==> src/bridge_cfg_defines.vh <==
`ifndef BRIDGE_CFG_DEFINES_VH
`define BRIDGE_CFG_DEFINES_VH
`define OFS_UP_SPLIT 8'h88
`define OFS_DN_SPLIT 8'h8c
`define OFS_PWR_CAP 8'h90
`define OFS_PWR_CSR 8'h94
`define OFS_WIN0_BASE 8'h98
`define OFS_WIN0_SETUP 8'h9c
`define OFS_SLOT_CAP 8'ha0
`define SPLIT_CAP_VAL 16'h0010
`define SPLIT_LIMIT_RST 16'h0010
`define SPLIT_LIMIT_ALL 16'hffff
`define PWR_CAP_ID 8'h01
`define PWR_CAP_NEXT 8'ha8
`define PWR_VERSION 3'h2
`define PWR_AUX_CUR 3'h1
`define PWR_WAKE_SUP 5'h19
`define PSTATE_D0 2'h0
`define PSTATE_D1 2'h1
`define PSTATE_D2 2'h2
`define PSTATE_D3 2'h3
`define CSR_WAKE_EN_BIT 8
`define CSR_WAKE_ST_BIT 15
`define WIN_MASK_RST 19'h7ffff
`define WIN_BASE_RST 20'h00000
`define SLOT_CAP_ID 8'h04
`define SLOT_CAP_NEXT 8'hb0
`define SPLIT_STATUS_DLY_BIT 21
`endif

==> src/bridge_split_pm_xlate_cfg.v <==
// Notes on behaviour
// - upstream split buffer capacity reads 0010h, read-only
// - downstream split buffer capacity reads 0010h, read-only
// - per-direction commitment limit, resets 0010h; ffffh forwards everything
// - split request without room is held; sticky delayed flag set, cleared by up_delay_clr/dn_delay_clr
// - power slot_cap_identifier 01h, next pointer a8h
// - power version reads revision 2.0 code, read-only
// - no wake clock needed, no device-specific init
// - aux current field reads 55 mA code
// - d1/d2 unsupported; wake support from d3cold, d3hot, d0
// - power state d0=00, d3=11, resets d0; d1/d2 writes ignored
// - write moving d3 to d0 pulses internal reset, not bus reset
// - sticky wake enable gates wake output; sticky w1c wake status
// - data select, scale and data register read zero
// - b2/b3 support and bus power control read zero
// - writable translated base 31:12 replaces window-0 address; 11:0 zero
// - size mask selects which upper address bits get replaced
// - setup type reads zero; address type, prefetch are read-only, serial-load only
// - mask bit one makes base bit writable; mask resets all ones
// - window enable stays one; base sized read returns ones in bit 31 and mask-selected bits
// - slot slot_cap_identifier 04h, next pointer b0h
`include "bridge_cfg_defines.vh"
`timescale 1ns/1ns
`default_nettype none
module bridge_split_pm_xlate_cfg #(
  parameter LIMIT_W = 16
) (
  input wire clk,
  input wire rstn,
  input wire cfg_wr,
  input wire cfg_rd,
  input wire [7:0] cfg_addr,
  input wire [31:0] cfg_wdata,
  input wire [3:0] cfg_be,
  output reg [31:0] cfg_rdata,
  input wire serial_load_writable,
  input wire [31:0] serial_load_data,
  input wire wake_event_in,
  output wire wake_event_out,
  output reg soft_reset_pulse,
  input wire up_split_req,
  input wire [15:0] up_split_size,
  input wire [15:0] up_split_done,
  output wire up_split_grant,
  input wire dn_split_req,
  input wire [15:0] dn_split_size,
  input wire [15:0] dn_split_done,
  output wire dn_split_grant,
  input wire up_delay_clr,
  input wire dn_delay_clr,
  output reg up_split_delayed,
  output reg dn_split_delayed,
  input wire [31:0] dn_mem_addr,
  output reg [31:0] dn_mem_addr_xlat
);
  reg [LIMIT_W-1:0] up_limit_reg;
  reg [LIMIT_W-1:0] dn_limit_reg;
  reg [LIMIT_W-1:0] up_used_reg;
  reg [LIMIT_W-1:0] dn_used_reg;
  reg [1:0] pstate_reg;
  reg wake_en_reg;
  reg wake_st_reg;
  reg [19:0] win_base_reg;
  reg [18:0] win_mask_reg;
  reg [1:0] win_atype_reg;
  reg win_pref_reg;
  reg [4:0] slot_num_reg;
  reg first_chassis_reg;
  reg [7:0] chassis_reg;
  wire wr_up = cfg_wr && cfg_addr == `OFS_UP_SPLIT;
  wire wr_dn = cfg_wr && cfg_addr == `OFS_DN_SPLIT;
  wire wr_csr = cfg_wr && cfg_addr == `OFS_PWR_CSR;
  wire wr_base = cfg_wr && cfg_addr == `OFS_WIN0_BASE;
  wire wr_slot = cfg_wr && cfg_addr == `OFS_SLOT_CAP;

  function fits;
    input [LIMIT_W-1:0] limit;
    input [LIMIT_W-1:0] used;
    input [15:0] size;
    reg [LIMIT_W:0] sum;
    begin
      sum = {1'b0, used} + {1'b0, size};
      fits = (limit == `SPLIT_LIMIT_ALL) || (sum <= {1'b0, limit});
    end
  endfunction

  function [LIMIT_W-1:0] used_next;
    input [LIMIT_W-1:0] used;
    input grant;
    input [15:0] size;
    input [15:0] done;
    reg [LIMIT_W-1:0] v;
    begin
      v = grant ? used + size : used;
      used_next = (v > done) ? v - done : {LIMIT_W{1'b0}};
    end
  endfunction

  // requests wait until room appears
  assign up_split_grant = up_split_req &&
    fits(up_limit_reg, up_used_reg, up_split_size);
  assign dn_split_grant = dn_split_req &&
    fits(dn_limit_reg, dn_used_reg, dn_split_size);
  assign wake_event_out = wake_en_reg && wake_st_reg;

  always @(posedge clk or negedge rstn) begin
    if (!rstn) begin
      up_limit_reg <= `SPLIT_LIMIT_RST;
      dn_limit_reg <= `SPLIT_LIMIT_RST;
      up_used_reg <= {LIMIT_W{1'b0}};
      dn_used_reg <= {LIMIT_W{1'b0}};
      up_split_delayed <= 1'b0;
      dn_split_delayed <= 1'b0;
    end else begin
      if (wr_up && cfg_be[2])
        up_limit_reg[7:0] <= cfg_wdata[23:16];
      if (wr_up && cfg_be[3])
        up_limit_reg[15:8] <= cfg_wdata[31:24];
      if (wr_dn && cfg_be[2])
        dn_limit_reg[7:0] <= cfg_wdata[23:16];
      if (wr_dn && cfg_be[3])
        dn_limit_reg[15:8] <= cfg_wdata[31:24];
      up_used_reg <= used_next(up_used_reg, up_split_grant, up_split_size,
        up_split_done);
      dn_used_reg <= used_next(dn_used_reg, dn_split_grant, dn_split_size,
        dn_split_done);
      // set wins over clear
      if (up_split_req && !up_split_grant)
        up_split_delayed <= 1'b1;
      else if (up_delay_clr)
        up_split_delayed <= 1'b0;
      if (dn_split_req && !dn_split_grant)
        dn_split_delayed <= 1'b1;
      else if (dn_delay_clr)
        dn_split_delayed <= 1'b0;
    end
  end

  always @(posedge clk or negedge rstn) begin
    if (!rstn) begin
      pstate_reg <= `PSTATE_D0;
      soft_reset_pulse <= 1'b0;
      wake_en_reg <= 1'b0;
      wake_st_reg <= 1'b0;
    end else begin
      soft_reset_pulse <= 1'b0;
      if (wr_csr && cfg_be[0] && (cfg_wdata[1:0] == `PSTATE_D0 ||
          cfg_wdata[1:0] == `PSTATE_D3)) begin
        pstate_reg <= cfg_wdata[1:0];
        if (pstate_reg == `PSTATE_D3 && cfg_wdata[1:0] == `PSTATE_D0)
          soft_reset_pulse <= 1'b1;
      end
      if (wr_csr && cfg_be[1])
        wake_en_reg <= cfg_wdata[`CSR_WAKE_EN_BIT];
      if (wake_event_in)
        wake_st_reg <= 1'b1;
      else if (wr_csr && cfg_be[1] && cfg_wdata[`CSR_WAKE_ST_BIT])
        wake_st_reg <= 1'b0;
    end
  end

  always @(posedge clk or negedge rstn) begin
    if (!rstn) begin
      win_base_reg <= `WIN_BASE_RST;
      win_mask_reg <= `WIN_MASK_RST;
      win_atype_reg <= 2'h0;
      win_pref_reg <= 1'b0;
      slot_num_reg <= 5'h00;
      first_chassis_reg <= 1'b0;
      chassis_reg <= 8'h00;
    end else begin
      if (serial_load_writable) begin
        win_atype_reg <= serial_load_data[2:1];
        win_pref_reg <= serial_load_data[3];
        win_mask_reg <= serial_load_data[30:12];
      end
      if (wr_base)
        win_base_reg <= (win_base_reg & ~{1'b1, win_mask_reg}) |
          (cfg_wdata[31:12] & {1'b1, win_mask_reg});
      if (wr_slot && cfg_be[2]) begin
        slot_num_reg <= cfg_wdata[20:16];
        first_chassis_reg <= cfg_wdata[21];
      end
      if (wr_slot && cfg_be[3])
        chassis_reg <= cfg_wdata[31:24];
    end
  end

  // translation of window-0 addresses
  always @(posedge clk or negedge rstn) begin
    if (!rstn)
      dn_mem_addr_xlat <= 32'h00000000;
    else
      dn_mem_addr_xlat <= {(win_base_reg & {1'b1, win_mask_reg}) |
        (dn_mem_addr[31:12] & ~{1'b1, win_mask_reg}),
        dn_mem_addr[11:0]};
  end

  always @(posedge clk or negedge rstn) begin
    if (!rstn)
      cfg_rdata <= 32'h00000000;
    else if (cfg_rd) begin
      if (cfg_addr == `OFS_UP_SPLIT)
        cfg_rdata <= {up_limit_reg, `SPLIT_CAP_VAL};
      else if (cfg_addr == `OFS_DN_SPLIT)
        cfg_rdata <= {dn_limit_reg, `SPLIT_CAP_VAL};
      else if (cfg_addr == `OFS_PWR_CAP)
        cfg_rdata <= {`PWR_WAKE_SUP, 2'b00, `PWR_AUX_CUR, 1'b0, 1'b0,
          1'b0, `PWR_VERSION, `PWR_CAP_NEXT, `PWR_CAP_ID};
      else if (cfg_addr == `OFS_PWR_CSR)
        cfg_rdata <= {8'h00, 2'b00, 6'h00, wake_st_reg, 6'h00,
          wake_en_reg, 6'h00, pstate_reg};
      else if (cfg_addr == `OFS_WIN0_BASE)
        cfg_rdata <= {win_base_reg, 12'h000};
      else if (cfg_addr == `OFS_WIN0_SETUP)
        cfg_rdata <= {1'b1, win_mask_reg, 8'h00, win_pref_reg,
          win_atype_reg, 1'b0};
      else if (cfg_addr == `OFS_SLOT_CAP)
        cfg_rdata <= {chassis_reg, 2'b00, first_chassis_reg, slot_num_reg,
          `SLOT_CAP_NEXT, `SLOT_CAP_ID};
      else
        cfg_rdata <= 32'h00000000;
    end
  end
endmodule
`default_nettype wire

==> config.mk <==
export PLATFORM = sky130hd
export DESIGN_NAME = bridge_split_pm_xlate_cfg
export DESIGN_NICKNAME = d
export VERILOG_FILES = /design/src/bridge_split_pm_xlate_cfg.v
export VERILOG_INCLUDE_DIRS = /design/src
export SDC_FILE = /design/constraint.sdc
export NUM_CORES = 1
export LEC_CHECK = 0
export BUFFER_PORTS_ARGS = -buffer_cell sky130_fd_sc_hd__buf_2
export CAP_MARGIN = 30
export CORE_ASPECT_RATIO = 0.6
export CORE_MARGIN = 4
export CORE_UTILIZATION = 56
export CTS_CLUSTER_SIZE = 12
export DETAILED_ROUTE_END_ITERATION = 7
export GPL_ROUTABILITY_DRIVEN = 0
export PLACE_DENSITY = 0.82
export SKIP_CTS_REPAIR_TIMING = 1
export SYNTH_ARGS = -nofsm -noshare
export SYNTH_HDL_FRONTEND = slang
export SYNTH_SLANG_ARGS = --single-unit
==> constraint.sdc <==
create_clock -name clk -period 8.2 [get_ports clk]
set_input_delay 0.41 -clock clk [delete_from_list [all_inputs] [get_ports clk]]
set_output_delay 0.41 -clock clk [all_outputs]
set_load 0.005 [all_outputs]
==> flow_summary.yaml <==
route:
  routed_via_density: 5.95
  drc: 0
  first_pass_iters: 6
  wl_per_cell_um: 19.1
  ant_nets: 0
  wl_mm: 32.6
  initialDrtViolationCount: 772
  vias: 10200
yosys:
  ys_top_cells_by_area: "dfrtp_1, mux2_2, ha_1"
  async_flop_share: 1.00
  ys_seq_area_frac: 0.393
  synthSimpleGateAreaFrac: 0.128
  synth_top_family_by_area: "compound AO/OA/AOI/OAI gates"
  syn_area_per_cell_sq_um: 9.97
  synthXorXnorAreaFrac: 0.0206
  ys_seq_elements: 186
  synthFlopType: "dfrtp_1"
  synth.top_cells.by_count: "dfrtp_1, mux2_2, inv_1"
  yosysUniqueCellTypes: 79
  synth-adder-area-share: 0.109
  ys_warn_count: 0
  synth_compound_area_frac: 0.163
  yosysTopAreaCell: "dfrtp_1"
  syn_area_sq_um: 11900
  synth-edff-count: 0
  synthMuxAreaShare: 0.137
  yosys.area.top_type_share: 0.347
  syn_inst: 1194
  synth.most_common_cell: "dfrtp_1"
power:
  p_leak_nw: 6.91
  p_per_area_nw_per_um2: 322
  vdd_drop_max_mv: 0.269
  power.total_w: 0.00447
sta:
  finalCriticalPeriod_ns: 7.28
  hold_viol: 0
  finalSetupViolCount: 0
  hold_slack_ns: 0.0647
  final_max_slew_viol_count: 0
  tightest_slew_ns: 1.01
  finClkSkew_ns: 0.0102
  setup_tns_ns: 0
  post-route-period-util: 0.888
  fmaxAchievable_mhz: 137
  rsz0062_at_grt: "false"
  slew_headroom: 0.329
final_layout:
  finalNetCount: 1701
  drive_gt1_frac: 0.305
  area_growth_pct: 16.9
  fill_cells: 1654
global_route:
  grt_antenna_before_repair: 1
  met1_usage: 0.416
  grt_overflow: 0
  grt_busiest_layer: "met1"
  grt_pass1_vias: 9761
  grt_start_max_net_pins: 104
  use_met2: 0.403
  track_usage: 0.275
  grtUsageMet3: 0.0716
  grt_pass1_wl_mm: 51.9
placement:
  port_buffers: 226
  place_hpwl_mm: 25.3
worst_setup_path:
  endpoint_kind: "flip-flop"
  path_max_fanout: 16
  critPathBufInv: 2
  start_kind: "flip-flop"
  arrival_ns: 7.59
  cp.required_ns: 8.51
  critical-path-top-delay-family: "compound AO/OA/AOI/OAI gates"
  crit_type: "reg -> reg"
  crit_chain: "ha_1 > a211oi_1 > o21ai_0 > a2111oi_0 > o21bai_1 > and4_1 > a211oi_1 > ha_1 > and3_1 > a311oi_1 > a221oi_2 > and4bb_4 > a221oi_4 > buf_4 > mux2_2 > ha_1 > nand2_1 > o21ai_0 > nor3_1 > a21oi_1 > a221o_1 > o41ai_2 > buf_4 > a2111oi_0"
  slowest_stage: "a2111oi_0"
  cp_common_cell: "ha_1"
  slowest_delay_ns: 0.68
floorplanning:
  fp.dieW_um: 196
  io_pins: 252
  core-area_sq_um: 20400
  die_h_um: 121
  num_rows: 40
  initial_utilization: 0.583
  dieArea_sq_um: 23700
worst_hold_path:
  hp-class: "in -> async"
clocking:
  clk_pin_slew_ns: 0.07
  clock-sinks: 186
  cts-root-buf: "clkbuf_16"
  cts_buffer_depth: 2
  h-tree-depth: 4
  cts_made_buffers: 17
  worst_skew_pair.late_latency_ns: 0.44
  cts_tree: "built"
status:
  status: "complete, no violations"
flow_run:
  drv_cap: 0
## logic make-up (layout without fill, tap and decap cells)
group           after synthesis  after routing
buf+inv                     144            377
fa+ha+maj                   101            101
other cells                   1              6
mux                         142            142
xor+xnor                     28             28
flops                       186            186
simple gates                302            302
compound gates              290            290
## layer usage
| metal | vias to the layer above | wire [um] |
|---|---|---|
| li1 | 4781 | - |
| met1 | 4908 | 15600 |
| met2 | 444 | 13700 |
| met3 | 20 | 3010 |
| met4 | 0 | 270 |
| met5 | - | 0 |
## layout by cell type, fill, tap and decap left out, types with 10 or more instances in the layout
cell,netlist,final
buf_2,3,225
dfrtp_1,165,165
mux2_2,113,113
inv_1,107,107
ha_1,97,97
nor2_1,87,87
o21ai_0,72,72
nand2_1,72,72
a21oi_1,65,65
nor3_1,26,26
nand3_1,24,24
nand4_1,21,21
dfstp_2,21,21
xnor2_1,20,20
a211oi_1,19,19
o21a_1,18,18
clkbuf_16,0,17
o211ai_1,16,16
a22oi_1,15,15
a21o_1,14,14
a31oi_1,13,13
mux2i_1,13,13
nor2b_1,12,12
mux2_4,12,12
buf_4,7,10
## through the flow
step           setup WS, ns   util  instances  instance area (sq um)
6_report              0.919  0.681       1705                  13900
5_1_grt               0.345  0.681       1705                  13900
4_1_cts                1.02  0.681       1703                  13900
3_5_place_dp          0.944  0.652       1671                  13300
3_3_place_gp           1.12  0.651       1670                  13300
2_1_floorplan          2.15      -       1198                  11900
## power breakdown
part / internal [W] / leakage, nW / switching (W) / total, W
sequential: 0.00103 / 2.36 / 0.0000686 / 0.00110
combinational: 0.00112 / 4.26 / 0.00142 / 0.00254
clock: 0.000432 / 0.288 / 0.000402 / 0.000834
## cell type report
type | count | area (sq um) | area share
clock buffers | 17 | 425 | 0.0306
diodes | 1 | 2.50 | 0.000180
well taps | 273 | 342 | 0.0246
flip-flops and latches | 186 | 4680 | 0.336
inverters | 107 | 402 | 0.0289
multi-input cells | 868 | 6660 | 0.478
clock inverters | 15 | 156 | 0.0112
repair buffers | 238 | 1250 | 0.0897
## final timing paths
kind                                         startpoint                              to  slack, ns  cells past startpoint
hold / removal                                     rstn        cfg_rdata[3]$_DFFE_PN0P_       0.06                      1
max in group asynchronous                          rstn    win_mask_reg[13]$_DFFE_PN1P_       6.77                      3
setup reg to reg               dn_used_reg[1]$_DFF_PN0_       dn_used_reg[11]$_DFF_PN0_       0.92                     24
setup / recovery               dn_used_reg[1]$_DFF_PN0_       dn_used_reg[11]$_DFF_PN0_       0.92                     24
min in group clk                         dn_mem_addr[5]   dn_mem_addr_xlat[5]$_DFF_PN0_       0.07                      1
hold reg to reg            win_base_reg[19]$_DFFE_PN0P_  dn_mem_addr_xlat[31]$_DFF_PN0_       0.43                      0
Note: power is estimated with default switching activity, not from simulation.
